--- config.mk ---
export PLATFORM = sky130hd
export DESIGN_NAME = tmc_top
export DESIGN_NICKNAME = d
export VERILOG_FILES = /design/src/shared/tmc_pkg.sv /design/src/rtl/tmc_pin_sync.sv /design/src/rtl/tmc_top.sv
export VERILOG_INCLUDE_DIRS = /design/src /design/src/shared
export SDC_FILE = /design/constraint.sdc
export NUM_CORES = 1
export LEC_CHECK = 0
export BUFFER_PORTS_ARGS = -buffer_cell sky130_fd_sc_hd__buf_4
export CELL_PAD_IN_SITES_DETAIL_PLACEMENT = 2
export CELL_PAD_IN_SITES_GLOBAL_PLACEMENT = 2
export CORE_MARGIN = 4
export CORE_UTILIZATION = 40
export DETAILED_ROUTE_END_ITERATION = 8
export PLACE_DENSITY_LB_ADDON = 0.3
export SYNTH_ARGS = -nofsm -noshare
export SYNTH_HDL_FRONTEND = slang
export SYNTH_SLANG_ARGS = --single-unit
--- constraint.sdc ---
create_clock -name clk_sys -period 6.55 [get_ports clk_sys]
set_input_delay 0.655 -clock clk_sys [delete_from_list [all_inputs] [get_ports clk_sys]]
set_output_delay 0.655 -clock clk_sys [all_outputs]
set_load 0.02 [all_outputs]
--- src/shared/tmc_params.svh ---
`ifndef TMC_PARAMS_SVH
`define TMC_PARAMS_SVH

// ==========================================================
// timing
`define TMC_T_CLK_PS    4000
`define TMC_CYC_UP(t)   (((t) + `TMC_T_CLK_PS - 1) / `TMC_T_CLK_PS)
`define TMC_CYC_DN(t)   ((t) / `TMC_T_CLK_PS)
`define TMC_T_GATE_PS   7000
`define TMC_T_MRST_PS   40000
`define TMC_T_PRST_PS   75000
`define TMC_T_PROC_PS   900000
`define TMC_T_VALID_PS  1000000
`define TMC_T_RANGE_PS  40000000

// ==========================================================
// register byte addresses
`define TMC_A_CTRL      8'h00
`define TMC_A_EDGE      8'h04
`define TMC_A_DIS       8'h08
`define TMC_A_OFF       8'h0C
`define TMC_A_CMD       8'h10
`define TMC_A_STS       8'h14
`define TMC_A_ISTAT     8'h18
`define TMC_A_IMASK     8'h1C
`define TMC_A_RES1      8'h20
`define TMC_A_RES2      8'h24

// ==========================================================
// fields
`define TMC_B_FINE_HI   4
`define TMC_B_FINE_LO   0
`define TMC_B_FINE_EN   5
`define TMC_B_QUIET     6
`define TMC_B_PWR       7
`define TMC_B_STOPGATE  8
`define TMC_B_STARTGATE 9
`define TMC_FINE_MAX    5'h1F
`define TMC_C_TRIG      0
`define TMC_C_MRST      1
`define TMC_C_PRST      2
`define TMC_I_DONE      0
`define TMC_I_OVER      1
`define TMC_I_XSTART    2

// ==========================================================
// reset values and responses
`define TMC_RST_CTRL    10'h000
`define TMC_RST_EDGE    6'h07
`define TMC_RST_DIS     9'h000
`define TMC_RST_OFF     18'h00000
`define TMC_RST_MASK    3'h0
`define TMC_RESP_OKAY   2'h0
`define TMC_RESP_DECERR 2'h3

`endif

--- src/shared/tmc_pkg.sv ---
package tmc_pkg;

    typedef enum logic [1:0] {ST_SETTLE, ST_OPEN, ST_PROC, ST_DONE} tmc_meas_t;
    typedef logic [22:0] tmc_time_t;

endpackage : tmc_pkg

--- src/rtl/tmc_pin_sync.sv ---
module tmc_pin_sync #(
    parameter int W = 8
) (
    // clock and reset
    input  wire logic         clk_sys,
    input  wire logic         nrst,
    input  wire logic         ce,
    // pins
    input  wire logic [W-1:0] pin_in,
    // synchronised level and edges
    output logic      [W-1:0] level_o,
    output logic      [W-1:0] rise_o,
    output logic      [W-1:0] fall_o
);

    logic [W-1:0] s1_q;
    logic [W-1:0] s2_q;
    logic [W-1:0] s3_q;

    always_ff @(posedge clk_sys) begin
        if (!nrst) begin
            s1_q <= '0;
            s2_q <= '0;
            s3_q <= '0;
        end else if (ce) begin
            s1_q <= pin_in;
            s2_q <= s1_q;
            s3_q <= s2_q;
        end
    end

    assign level_o = s2_q;
    assign rise_o  = s2_q & ~s3_q;
    assign fall_o  = ~s2_q & s3_q;

endmodule : tmc_pin_sync

--- src/rtl/tmc_top.sv ---
`include "tmc_params.svh"

// Operation
// host enters mode: fine subdivision 31 and fine mode enable set
// one stop recorded per stop channel per measurement, later stops ignored
// host always pairs this mode with deferred processing
// host switches on differential input power separately
// each channel follows its rise/fall select bits; both zero disables it
// block pins gate stop rising and falling edges separately
// host disables an input by setting its three disable bits together
// by default inputs accept events right after reset, stops before start too
// stop gating keeps stops closed until start, then at least 7 ns
// start gating closes start channel after first start
// only the first start is used; extra starts are flagged
// start offset added to every stop result; host subtracts it
// trigger 400 ns after last stop; data valid within 1 us
// intervals from zero to 40 us are measured; the 23-bit RANGE_LIM holds the default of 10000 cycles, 40 us, without wrapping
// host keeps rate under 500 kHz per channel, 1 MHz per device
// two stop channels against one shared start
// deferred processing starts on trigger pin rise or software trigger
// host reads results only when not empty, at index 8 and 9
// inputs open 40 ns after power/master reset, 75 ns after partial reset
module tmc_top #(
    parameter int RANGE_CYC = `TMC_CYC_DN(`TMC_T_RANGE_PS)
) (
    // clock and reset
    input  wire logic        clk_sys,
    input  wire logic        nrst,
    input  wire logic        ce,
    // measurement pins
    input  wire logic        start_pin,
    input  wire logic [1:0]  stop_pin,
    input  wire logic [1:0]  stop_block_rise_pin,
    input  wire logic [1:0]  stop_block_fall_pin,
    input  wire logic        alu_trigger_pin,
    // axi4-lite write
    input  wire logic [7:0]  s_axi_awaddr,
    input  wire logic        s_axi_awvalid,
    output logic             s_axi_awready,
    input  wire logic [31:0] s_axi_wdata,
    input  wire logic [3:0]  s_axi_wstrb,
    input  wire logic        s_axi_wvalid,
    output logic             s_axi_wready,
    output logic [1:0]       s_axi_bresp,
    output logic             s_axi_bvalid,
    input  wire logic        s_axi_bready,
    // axi4-lite read
    input  wire logic [7:0]  s_axi_araddr,
    input  wire logic        s_axi_arvalid,
    output logic             s_axi_arready,
    output logic [31:0]      s_axi_rdata,
    output logic [1:0]       s_axi_rresp,
    output logic             s_axi_rvalid,
    input  wire logic        s_axi_rready,
    // status
    output logic [1:0]       fifo_empty_flag,
    output logic             irq
);

    localparam tmc_pkg::tmc_time_t GATE_CYC  =
        tmc_pkg::tmc_time_t'(`TMC_CYC_UP(`TMC_T_GATE_PS));
    localparam tmc_pkg::tmc_time_t RANGE_LIM = tmc_pkg::tmc_time_t'(RANGE_CYC);
    localparam logic [4:0] MRST_CYC = 5'(`TMC_CYC_UP(`TMC_T_MRST_PS));
    localparam logic [4:0] PRST_CYC = 5'(`TMC_CYC_UP(`TMC_T_PRST_PS));
    localparam logic [7:0] PROC_CYC = 8'(`TMC_CYC_UP(`TMC_T_PROC_PS));
    localparam int         VALID_N  = `TMC_CYC_DN(`TMC_T_VALID_PS);

    // ==========================================================
    // state
    logic aw_got_q, aw_got_d, w_got_q, w_got_d;
    logic awready_q, awready_d, wready_q, wready_d, arready_q, arready_d;
    logic bvalid_q, bvalid_d, rvalid_q, rvalid_d, irq_q, irq_d;
    logic [7:0]  awaddr_q, awaddr_d;
    logic [31:0] wdata_q, wdata_d, rdata_q, rdata_d, wv;
    logic [3:0]  wstrb_q, wstrb_d;
    logic [1:0]  bresp_q, bresp_d, rresp_q, rresp_d;
    logic [9:0]  ctrl_q, ctrl_d;
    logic [5:0]  edge_q, edge_d;
    logic [8:0]  dis_q, dis_d;
    logic [17:0] off_q, off_d;
    logic [2:0]  mask_q, mask_d, stat_q, stat_d, stat_clr, ev;
    logic        sw_trig, sw_mrst, sw_prst;
    logic [1:0]  pop;

    tmc_pkg::tmc_meas_t state_q, state_d;
    tmc_pkg::tmc_time_t time_q, time_d, start_t_q, start_t_d, elapsed;
    tmc_pkg::tmc_time_t stop_t_q [2];
    tmc_pkg::tmc_time_t stop_t_d [2];
    tmc_pkg::tmc_time_t res_q [2];
    tmc_pkg::tmc_time_t res_d [2];
    logic [4:0]  cnt_q, cnt_d;
    logic [7:0]  proc_q, proc_d;
    logic [1:0]  hit_q, hit_d, empty_q, empty_d, stop_acc;
    logic        start_seen_q, start_seen_d, over_q, over_d;
    logic [2:0]  chan_ev, blk_r, blk_f;
    logic [7:0]  lvl_w, rise_w, fall_w;
    logic        mode_act, inputs_ok, stop_open;

    // ==========================================================
    // pin synchronisers
    tmc_pin_sync #(.W(8)) u_sync (
        .clk_sys (clk_sys),
        .nrst    (nrst),
        .ce      (ce),
        .pin_in  ({alu_trigger_pin, stop_block_fall_pin, stop_block_rise_pin,
                   stop_pin, start_pin}),
        .level_o (lvl_w),
        .rise_o  (rise_w),
        .fall_o  (fall_w)
    );

    // ==========================================================
    // input qualification
    assign mode_act  = (ctrl_q[`TMC_B_FINE_HI:`TMC_B_FINE_LO] == `TMC_FINE_MAX)
                       && ctrl_q[`TMC_B_FINE_EN];
    assign inputs_ok = (state_q == tmc_pkg::ST_OPEN) && mode_act && ctrl_q[`TMC_B_PWR];
    assign blk_r     = {lvl_w[4:3], 1'b0};
    assign blk_f     = {lvl_w[6:5], 1'b0};
    assign elapsed   = time_q - start_t_q;
    // default open, stop gate
    assign stop_open = inputs_ok && !over_q && (!ctrl_q[`TMC_B_STOPGATE]
                       || (start_seen_q && elapsed >= GATE_CYC));

    for (genvar k = 0; k < 3; k++) begin : g_chan
        // edge selection and blocking
        assign chan_ev[k] = ((edge_q[k] & rise_w[k] & ~blk_r[k])
                            | (edge_q[k+3] & fall_w[k] & ~blk_f[k]))
                            & ~(&dis_q[3*k+2:3*k]);
    end
    for (genvar k = 0; k < 2; k++) begin : g_stop
        // first stop only
        assign stop_acc[k] = stop_open && chan_ev[k+1] && !hit_q[k];
    end

    // ==========================================================
    // register access helpers
    function automatic logic is_mapped(input logic [7:0] a);
        return a inside {`TMC_A_CTRL, `TMC_A_EDGE, `TMC_A_DIS, `TMC_A_OFF, `TMC_A_CMD,
                         `TMC_A_STS, `TMC_A_ISTAT, `TMC_A_IMASK, `TMC_A_RES1, `TMC_A_RES2};
    endfunction : is_mapped

    function automatic logic [31:0] reg_rd(input logic [7:0] a);
        case (a)
            `TMC_A_CTRL:  return {22'h000000, ctrl_q};
            `TMC_A_EDGE:  return {26'h0000000, edge_q};
            `TMC_A_DIS:   return {23'h000000, dis_q};
            `TMC_A_OFF:   return {14'h0000, off_q};
            `TMC_A_STS:   return {26'h0000000, state_q == tmc_pkg::ST_PROC, mode_act,
                                  start_seen_q, inputs_ok, empty_q};
            `TMC_A_ISTAT: return {29'h00000000, stat_q};
            `TMC_A_IMASK: return {29'h00000000, mask_q};
            `TMC_A_RES1:  return {9'h000, res_q[0]};
            `TMC_A_RES2:  return {9'h000, res_q[1]};
            default:      return 32'h00000000;
        endcase
    endfunction : reg_rd

    function automatic logic [31:0] wmerge(input logic [31:0] o, input logic [31:0] d,
                                           input logic [3:0] s);
        logic [31:0] r;
        r = o;
        for (int i = 0; i < 4; i++) begin
            if (s[i]) begin
                r[8*i +: 8] = d[8*i +: 8];
            end
        end
        return r;
    endfunction : wmerge

    // ==========================================================
    // bus slave and configuration
    always_comb begin
        aw_got_d = aw_got_q;
        awaddr_d = awaddr_q;
        w_got_d  = w_got_q;
        wdata_d  = wdata_q;
        wstrb_d  = wstrb_q;
        bvalid_d = bvalid_q;
        bresp_d  = bresp_q;
        rvalid_d = rvalid_q;
        rdata_d  = rdata_q;
        rresp_d  = rresp_q;
        ctrl_d   = ctrl_q;
        edge_d   = edge_q;
        dis_d    = dis_q;
        off_d    = off_q;
        mask_d   = mask_q;
        stat_clr = '0;
        sw_trig  = 1'b0;
        sw_mrst  = 1'b0;
        sw_prst  = 1'b0;
        pop      = '0;
        wv       = '0;
        if (s_axi_awvalid && awready_q) begin
            aw_got_d = 1'b1;
            awaddr_d = s_axi_awaddr;
        end
        if (s_axi_wvalid && wready_q) begin
            w_got_d = 1'b1;
            wdata_d = s_axi_wdata;
            wstrb_d = s_axi_wstrb;
        end
        if (bvalid_q && s_axi_bready) begin
            bvalid_d = 1'b0;
        end
        if (aw_got_q && w_got_q && !bvalid_q) begin
            aw_got_d = 1'b0;
            w_got_d  = 1'b0;
            bvalid_d = 1'b1;
            bresp_d  = is_mapped(awaddr_q) ? `TMC_RESP_OKAY : `TMC_RESP_DECERR;
            wv       = wmerge(reg_rd(awaddr_q), wdata_q, wstrb_q);
            case (awaddr_q)
                `TMC_A_CTRL:  ctrl_d = wv[9:0];
                `TMC_A_EDGE:  edge_d = wv[5:0];
                `TMC_A_DIS:   dis_d  = wv[8:0];
                `TMC_A_OFF:   off_d  = wv[17:0];
                `TMC_A_IMASK: mask_d = wv[2:0];
                `TMC_A_ISTAT: stat_clr = wdata_q[2:0] & {3{wstrb_q[0]}};
                `TMC_A_CMD: begin
                    sw_trig = wstrb_q[0] & wdata_q[`TMC_C_TRIG];
                    sw_mrst = wstrb_q[0] & wdata_q[`TMC_C_MRST];
                    sw_prst = wstrb_q[0] & wdata_q[`TMC_C_PRST];
                end
                default: ;
            endcase
        end
        // sticky events win over a clear in the same cycle
        stat_d = (stat_q & ~stat_clr) | ev;
        irq_d  = |(stat_d & mask_d);
        if (rvalid_q && s_axi_rready) begin
            rvalid_d = 1'b0;
        end
        if (s_axi_arvalid && arready_q) begin
            rvalid_d = 1'b1;
            rdata_d  = reg_rd(s_axi_araddr);
            rresp_d  = is_mapped(s_axi_araddr) ? `TMC_RESP_OKAY : `TMC_RESP_DECERR;
            pop[0]   = (s_axi_araddr == `TMC_A_RES1) && !empty_q[0];
            pop[1]   = (s_axi_araddr == `TMC_A_RES2) && !empty_q[1];
        end
        awready_d = !aw_got_d && !bvalid_d;
        wready_d  = !w_got_d && !bvalid_d;
        arready_d = !rvalid_d;
    end

    // ==========================================================
    // measurement sequence
    always_comb begin
        state_d      = state_q;
        cnt_d        = cnt_q;
        proc_d       = proc_q;
        time_d       = time_q;
        start_t_d    = start_t_q;
        stop_t_d     = stop_t_q;
        res_d        = res_q;
        hit_d        = hit_q;
        empty_d      = empty_q | pop;
        start_seen_d = start_seen_q;
        over_d       = over_q;
        ev           = '0;
        unique case (state_q)
            tmc_pkg::ST_SETTLE: begin
                // settle count after reset
                if (cnt_q == 5'h01) begin
                    state_d = tmc_pkg::ST_OPEN;
                end else begin
                    cnt_d = cnt_q - 5'h01;
                end
            end
            tmc_pkg::ST_OPEN: begin
                time_d = time_q + 23'h000001;
                // first start only
                if (inputs_ok && chan_ev[0] && !start_seen_q) begin
                    start_seen_d = 1'b1;
                    start_t_d    = time_q;
                end else if (inputs_ok && chan_ev[0] && !ctrl_q[`TMC_B_STARTGATE]) begin
                    ev[`TMC_I_XSTART] = 1'b1;
                end
                for (int k = 0; k < 2; k++) begin
                    if (stop_acc[k]) begin
                        hit_d[k]    = 1'b1;
                        stop_t_d[k] = time_q;
                    end
                end
                // range limit closes stops
                if (start_seen_q && !over_q && elapsed >= RANGE_LIM) begin
                    over_d           = 1'b1;
                    ev[`TMC_I_OVER]  = 1'b1;
                end
                // deferred or automatic start of processing
                if (ctrl_q[`TMC_B_QUIET] ? (sw_trig || rise_w[7])
                                         : (start_seen_q && |hit_q)) begin
                    state_d = tmc_pkg::ST_PROC;
                    proc_d  = PROC_CYC;
                end
            end
            tmc_pkg::ST_PROC: begin
                // bounded processing time
                if (proc_q == 8'h01) begin
                    state_d         = tmc_pkg::ST_DONE;
                    ev[`TMC_I_DONE] = 1'b1;
                    for (int k = 0; k < 2; k++) begin
                        if (hit_q[k]) begin
                            // start offset added
                            res_d[k]   = stop_t_q[k] - start_t_q + {5'h00, off_q};
                            empty_d[k] = 1'b0;
                        end
                    end
                end else begin
                    proc_d = proc_q - 8'h01;
                end
            end
            tmc_pkg::ST_DONE: ;
        endcase
        if (sw_mrst || sw_prst) begin
            state_d      = tmc_pkg::ST_SETTLE;
            cnt_d        = sw_mrst ? MRST_CYC : PRST_CYC;
            time_d       = '0;
            start_t_d    = '0;
            hit_d        = '0;
            start_seen_d = 1'b0;
            over_d       = 1'b0;
            if (sw_mrst) begin
                empty_d = 2'b11;
            end
        end
    end

    // ==========================================================
    // registers
    always_ff @(posedge clk_sys) begin
        if (!nrst) begin
            aw_got_q <= 1'b0;   w_got_q <= 1'b0;   awaddr_q <= '0;
            wdata_q <= '0;      wstrb_q <= '0;     bvalid_q <= 1'b0;
            bresp_q <= `TMC_RESP_OKAY;             rvalid_q <= 1'b0;
            rdata_q <= '0;      rresp_q <= `TMC_RESP_OKAY;
            awready_q <= 1'b1;  wready_q <= 1'b1;  arready_q <= 1'b1;
            ctrl_q <= `TMC_RST_CTRL;  edge_q <= `TMC_RST_EDGE;  dis_q <= `TMC_RST_DIS;
            off_q <= `TMC_RST_OFF;    mask_q <= `TMC_RST_MASK;  stat_q <= '0;
            irq_q <= 1'b0;      state_q <= tmc_pkg::ST_SETTLE;  cnt_q <= MRST_CYC;
            proc_q <= '0;       time_q <= '0;      start_t_q <= '0;
            stop_t_q <= '{default: '0};            res_q <= '{default: '0};
            hit_q <= '0;        empty_q <= 2'b11;
            start_seen_q <= 1'b0;                  over_q <= 1'b0;
        end else if (ce) begin
            aw_got_q <= aw_got_d;  w_got_q <= w_got_d;  awaddr_q <= awaddr_d;
            wdata_q <= wdata_d;    wstrb_q <= wstrb_d;  bvalid_q <= bvalid_d;
            bresp_q <= bresp_d;    rvalid_q <= rvalid_d;
            rdata_q <= rdata_d;    rresp_q <= rresp_d;
            awready_q <= awready_d;  wready_q <= wready_d;  arready_q <= arready_d;
            ctrl_q <= ctrl_d;   edge_q <= edge_d;   dis_q <= dis_d;
            off_q <= off_d;     mask_q <= mask_d;   stat_q <= stat_d;
            irq_q <= irq_d;     state_q <= state_d; cnt_q <= cnt_d;
            proc_q <= proc_d;   time_q <= time_d;   start_t_q <= start_t_d;
            stop_t_q <= stop_t_d;                   res_q <= res_d;
            hit_q <= hit_d;     empty_q <= empty_d;
            start_seen_q <= start_seen_d;           over_q <= over_d;
        end
    end

    assign s_axi_awready   = awready_q;
    assign s_axi_wready    = wready_q;
    assign s_axi_bvalid    = bvalid_q;
    assign s_axi_bresp     = bresp_q;
    assign s_axi_arready   = arready_q;
    assign s_axi_rvalid    = rvalid_q;
    assign s_axi_rdata     = rdata_q;
    assign s_axi_rresp     = rresp_q;
    assign fifo_empty_flag = empty_q;
    assign irq             = irq_q;
endmodule : tmc_top

# Word-level counts from Yosys, hierarchy flattened
# Cells that the tools add are included.
[op_classes]
magnitude_cmp = 2
n_bitwise = 36
reduce_logical = 83
n_mux = 66
n_addsub = 8
eq_ne = 31
[ops]
columns = ["cell", "n"]
rows = [
  ["$pmux W23 S9", 1],
  ["$mux W23", 5],
  ["$pmux W18 S4", 1],
  ["$sub A23 B23 Y23", 3],
  ["$eq A8 B5 Y1 const B", 8],
  ["$add A23 B18 Y23", 2],
  ["$reduce_and A3 Y1", 14],
  ["$eq A8 B4 Y1 const B", 4],
  ["$eq A8 B6 Y1 const B", 4],
  ["$mux W8", 4],
  ["$mux W1", 30],
  ["$mux W2", 15],
  ["$logic_and A1 B1 Y1", 27],
  ["$add A23 B1 Y23 const B", 1],
  ["$ge A23 B14 Y1 const B", 1],
  ["$ge A23 B2 Y1 const B", 1],
  ["$mux W5", 4],
  ["$reduce_and A4 Y1", 5],
  ["$reduce_bool A10 Y1", 2],
  ["$and A1 B1 Y1", 16],
  ["$eq A8 B3 Y1 const B", 2],
  ["$logic_not A8 Y1", 2],
  ["$pmux W8 S2", 1],
  ["$reduce_bool A2 Y1", 7],
  ["29 further kinds", 66],
]
[word_totals]
elab_cells = 265
output_inout_bits = 44
regBits = 305

# Depth between registers and ports, before layout
[logic_depth]
ltp_word = 13
mapped_depth = 16
mapped_depth_nobuf = 16

# Cells and area by module
# A second synthesis with hierarchy kept.
[hier_totals]
cells_unflattened = 2097
hier_area_um2 = 17072.6
[modules_own_cells]
columns = ["mod", "n_inst", "cells_per_inst", "area_each_um2"]
rows = [
  ["tmc_top", 1, 2004, 16042.9],
  ["tmc_pin_sync", 1, 93, 1029.7],
]

# Least setup slack after synthesis
# Ideal clock, no wire load.
[synth_path]
path_type = "register to register"
from = "register off_q[1]"
to = "register res_q[44] (netlist name)"
n_path_buf = 0
path_stages_with_launch = 15
required_time_ns = 6.428
setup_slack_ns = 2.696
synth_period_minus_slack_ns = 3.854
arrival_ns = 3.731
setup_time_ns = 0.122
cell_sequence = "dfxtp_1 inv_1 fa_1 inv_1 ha_1 a21o_1 a211o_1 a2111oi_0 o31ai_1 a21oi_1 nor2_1 a2111oi_0 a21oi_1 xnor2_1 o21ai_0"
[synth_via]
elab_chain_cells = 1
[synth_rtl]
columns = ["element", "line_no", "rtl"]
rows = [
  ["start, declared", "tmc_top.sv:80", "logic [17:0] off_q, off_d;"],
  ["start signal, assigned", "tmc_top.sv:338", "off_q <= `TMC_RST_OFF; mask_q <= `TMC_RST_MASK; stat_q <= '0;"],
  ["start signal, assigned", "tmc_top.sv:351", "off_q <= off_d; mask_q <= mask_d; stat_q <= stat_d;"],
  ["$add A23 B18 Y23", "tmc_top.sv:304", "res_d[k] = stop_t_q[k] - start_t_q + {5'h00, off_q};"],
  ["end signal, assigned", "tmc_top.sv:354", "stop_t_q <= stop_t_d; res_q <= res_d;"],
  ["end, declared", "tmc_top.sv:89", "tmc_pkg::tmc_time_t res_q [2];"],
]
# Every way passes these cells.
# A chain may end at the register's enable or synchronous reset.

# Worst setup path after layout
# Same ends and word-level chain as after synthesis.

==> summary.txt <==
Run status
  • Outcome: complete, no violations

Global routing
  • Largest net degree at the start of global routing: 124
  • Antenna violations before repair: 2
  • First-pass GRT wire length: around 100000 um
  • All-Layer GR Usage: about 29%
  • Number of global-route vias before repair: between 15000 and 20000
  • GRT overflow: 0

Setup path
  • Biggest fanout along the worst timing path: 3
  • CP delay by family, top: compound AO/OA/AOI/OAI gates
  • Worst endpoint required time: between 6000 and 7000 ps
  • Worst Setup Path Type: register to register
  • Critical path endpoint category: register
  • Crit start category: register
  • Highest-delay cell along the critical path: sky130_fd_sc_hd__a2111oi_0
  • Register-to-register setup slack: 1260 ps
  • Critical path buffer and inverter count: 2
  • Data arrival at the endpoint of the critical path: 5690 ps
  • Stage delay of the slowest cell on the critical path: around 980 ps
  • Cells traversed along the worst timing path: inv_1 -> fa_1 -> inv_1 -> ha_1 -> a21o_1 -> a211o_1 -> a2111oi_0 -> o31ai_1 -> a21oi_1 -> nor2_1 -> a2111oi_0 -> a21oi_1 -> xnor2_1 -> o21ai_0

Timing
  • Fin. Hold Viols: 0
  • Slew headroom: approximately 18%
  • Actual slew at the worst max-slew pin: around 1200 ps
  • Final number of max-transition violations: 0
  • Final clock skew: about 24 ps
  • Minimum period implied by the final worst setup slack: ~5300 ps
  • Max frequency: 189 MHz
  • Final critical-path share of the clock period: ~80%
  • Count of final setup violators: 0
  • Final total negative setup slack: 0 ps
  • Unrepaired setup endpoints after global routing: false

Logic synthesis
  • Share of flip-flops with an asynchronous set or reset: 0%
  • Syn_area_per_cell: between 7 and 8 sq um
  • Mapped Area: about 17000 sq um
  • Dominant synthesized flop cell: sky130_fd_sc_hd__dfxtp_1
  • Leading post-synthesis cells by cell area: sky130_fd_sc_hd__dfxtp_1 (34%), sky130_fd_sc_hd__nand2_1 (7.1%), sky130_fd_sc_hd__ha_1 (6.3%), sky130_fd_sc_hd__a21oi_1 (5.7%), sky130_fd_sc_hd__mux2i_1 (5.5%)
  • Post-synth EDFFs: 0
  • Library cell occupying the most area in the post-synthesis netlist: sky130_fd_sc_hd__dfxtp_1
  • Syn. warnings: 0
  • Seq/Total Area, Yosys: between 30% and 40%
  • Post-synth top area share: 34.4%
  • Number of distinct standard cells referenced by the synthesized netlist: 83
  • Post-synthesis cell count: about 2100
  • Synth Register Bits: between 200 and 300

Drt
  • Iteration-0 DRC Markers: 938
  • Drt wl/cell: 24.5 um
  • Vias/cell: a little under 6
  • First-pass iteration count of the detailed router: 5
  • Post-route DRC violation count: 0
  • Aggregate routed wire length: between 60000 and 70000 um
  • Number of routed nets with antenna violations: 0
  • Number of vias after detailed routing: roughly 16000

Clock tree
  • Clock-pin slew on the worst setup and hold paths: roughly 60 ps
  • Post CTS Setup Buffer Count: 0
  • Clock root cell: sky130_fd_sc_hd__clkbuf_16
  • Count of cells resized by post-cts repair: 0
  • H-tree levels: 2
  • Hold-fix buffers at CTS: 0
  • Longest Clk Path Bufs: 3
  • Clk sinks: slightly below 300
  • CTS tree: yes
  • Number of buffers inserted during clock tree synthesis: 34
  • Worst-skew pair later-pin latency: between 500 and 600 ps

Power
  • Logic gate share of total power: 4.2%
  • Clock power frac: 49.7%
  • Internal power: about 3 mW
  • Worst vdd ir: ~160 uV
  • Sw Pwr: between 0.9 and 1 mW
  • Cell area power density: about 210 nW/um^2
  • Leakage dissipation: 7.57 nW
  • Sequential share of power: a little under half
  • Net switching fraction of the power: between 20% and 30%

Hold path
  • Kind of path behind the tightest hold check: input pin to register

Placed design
  • Count of input and output buffers: 87
  • Placed standard-cell area: approximately 18000 sq um
  • Weighted congestion reported at the end of routability-driven placement: between 0.8 and 0.9
  • Detailed placer's ending HPWL: roughly 45000 um

Layout
  • Layout Area Growth over Synthesis: 12.7%
  • Layout fillers: around 4600
  • Final design utilization: approximately 46%
  • Net count, final: between 2000 and 2500
  • Multi-input gate area: ~10000 sq um
  • Final standard cell area without fillers: approximately 19000 sq um
  • Layout cells sized above 1: between 8 and 9%
  • Total area of sequential cells: 5810 sq um

Floorplanning
  • Height of the die: around 210 um
  • Ports: 112
  • Die area: about 46000 sq um
  • Starting density of the core: 40.8%
  • Die width: 213 um
  • CORE AREA: between 40000 and 50000 sq um
  • Standard-cell rows: 74

Job
  • Max-cap violation count: 0
## area by class of cell
type                       count  share of cell area [%]
clock buffer                  49                    5.20
inverter                     188                    3.74
clock inverter                 9                   0.546
tap                          532                    3.50
timing repair buffer         106                    4.19
sequential                   290                    30.5
antenna                        1                  0.0132
multi-input combinational   1536                    52.3
## layer usage
metal,global-route usage [%],routed length [um]
met1,36.4,28700
met2,49.6,32300
met3,4.67,3350
met4,9.76,2130
met5,0,28
## Yosys cell counts (all sizes together) (6+ instances only)
master and number:
a2111oi 7, a211o 6, a211oi 19, a21o 23
a21oi 191, a221oi 7, a222oi 22, a22o 6
a22oi 44, a31oi 21, and3 16, buf 22
clkbuf 81, dfxtp 290, fa 37, ha 85
inv 187, mux2i 92, nand2 319, nand2b 16
nand3 60, nand3b 7, nand4 8, nor2 233
nor2b 15, nor3 29, nor4 15, o211ai 9
o21a 17, o21ai 69, or3 15, xnor2 40
xor2 25
## registers in the layout, summed over array words and instances, names as in the netlist, 5 cells and up
signal,cells
edge_q,6
awaddr_q,8
stop_t_q,46
wdata_q,18
s_axi_rdata,23
off_q,18
proc_q,8
u_sync.s1_q,8
u_sync.level_o,8
cnt_q,5
res_q,46
dis_q,9
start_t_q,23
ctrl_q,10
time_q,23
## power groups by stage
stage	Clock [mW]	Combinational, mW	Sequential, mW
final	1.95	0.166	1.80
after CTS	1.97	0.165	1.80
after global routing	2.05	0.180	1.81
after detailed placement	0	0.160	1.84
after floorplan	0	0.102	1.83
after global placement	0	0.153	1.84
## cell families after synthesis
logic type	count (synthesis)	share of synthesized area, %
AOI/OAI and AO/OA	487	19.0
muxes	97	5.79
other	1	0.0222
xor gates and xnor gates	65	3.42
adders and majority gates	123	10.8
and+or+nand+nor	755	19.5
DFF	290	34.4
buffers and inverters	291	7.05
## worst reg2reg max path, stage by stage, from the launching register on
cell	delay, ps
sky130_fd_sc_hd__dfxtp_1	380
sky130_fd_sc_hd__inv_1	160
sky130_fd_sc_hd__fa_1	650
sky130_fd_sc_hd__inv_1	90
sky130_fd_sc_hd__ha_1	320
sky130_fd_sc_hd__a21o_1	240
sky130_fd_sc_hd__a211o_1	340
sky130_fd_sc_hd__a2111oi_0	980
sky130_fd_sc_hd__o31ai_1	360
sky130_fd_sc_hd__a21oi_1	340
sky130_fd_sc_hd__nor2_1	90
sky130_fd_sc_hd__a2111oi_0	690
sky130_fd_sc_hd__a21oi_1	190
sky130_fd_sc_hd__xnor2_1	230
sky130_fd_sc_hd__o21ai_0	130
## metrics by stage
stage / hold WS (ps) / power [mW] / setup WS [ps] / instances
global route: 384 / 4.03 / 952 / 2710
detailed placement: 449 / 2.00 / 1610 / 2651
global placement: 440 / 1.99 / 1810 / 2651
finish: 380 / 3.92 / 1260 / 2711
CTS: 366 / 3.94 / 1360 / 2709
floorplan: 431 / 1.94 / 2700 / 2117
## worst paths after layout
kind	from	to	cells past startpoint
max	off_q[1]$_SDFFE_PN0P_	res_q[44]$_SDFFE_PN0P_	14
min	stop_pin[0]	u_sync.s1_q[1]$_SDFFE_PN0P_	3
max reg2reg	off_q[1]$_SDFFE_PN0P_	res_q[44]$_SDFFE_PN0P_	14
min reg2reg	res_q[5]$_SDFFE_PN0P_	res_q[5]$_SDFFE_PN0P_	2
## placed cells by master (no fill, tap or decap), types with 8 or more instances in the layout
master                      netlist  routed
sky130_fd_sc_hd__nand2_1        319     319
sky130_fd_sc_hd__dfxtp_1        290     290
sky130_fd_sc_hd__nor2_1         233     233
sky130_fd_sc_hd__a21oi_1        191     191
sky130_fd_sc_hd__inv_1          185     185
sky130_fd_sc_hd__buf_4           11     106
sky130_fd_sc_hd__mux2i_1         92      92
sky130_fd_sc_hd__ha_1            85      85
sky130_fd_sc_hd__o21ai_0         64      64
sky130_fd_sc_hd__nand3_1         60      60
sky130_fd_sc_hd__a22oi_1         44      44
sky130_fd_sc_hd__xnor2_1         39      39
sky130_fd_sc_hd__fa_1            37      37
sky130_fd_sc_hd__clkbuf_16        0      35
sky130_fd_sc_hd__nor3_1          29      26
sky130_fd_sc_hd__xor2_1          25      25
sky130_fd_sc_hd__a21o_1          23      23
sky130_fd_sc_hd__a222oi_1        22      22
sky130_fd_sc_hd__a31oi_1         20      20
sky130_fd_sc_hd__a211oi_1        19      19
sky130_fd_sc_hd__o21a_1          17      17
sky130_fd_sc_hd__nand2b_1        16      16
sky130_fd_sc_hd__and3_1          16      16
sky130_fd_sc_hd__or3_1           15      15
sky130_fd_sc_hd__nor2b_1         15      15
sky130_fd_sc_hd__nor4_1          14      12
sky130_fd_sc_hd__o211ai_1         9       9
sky130_fd_sc_hd__conb_1           1       9
sky130_fd_sc_hd__clkbuf_1        81       8
Power figures use the tool's default switching activity.
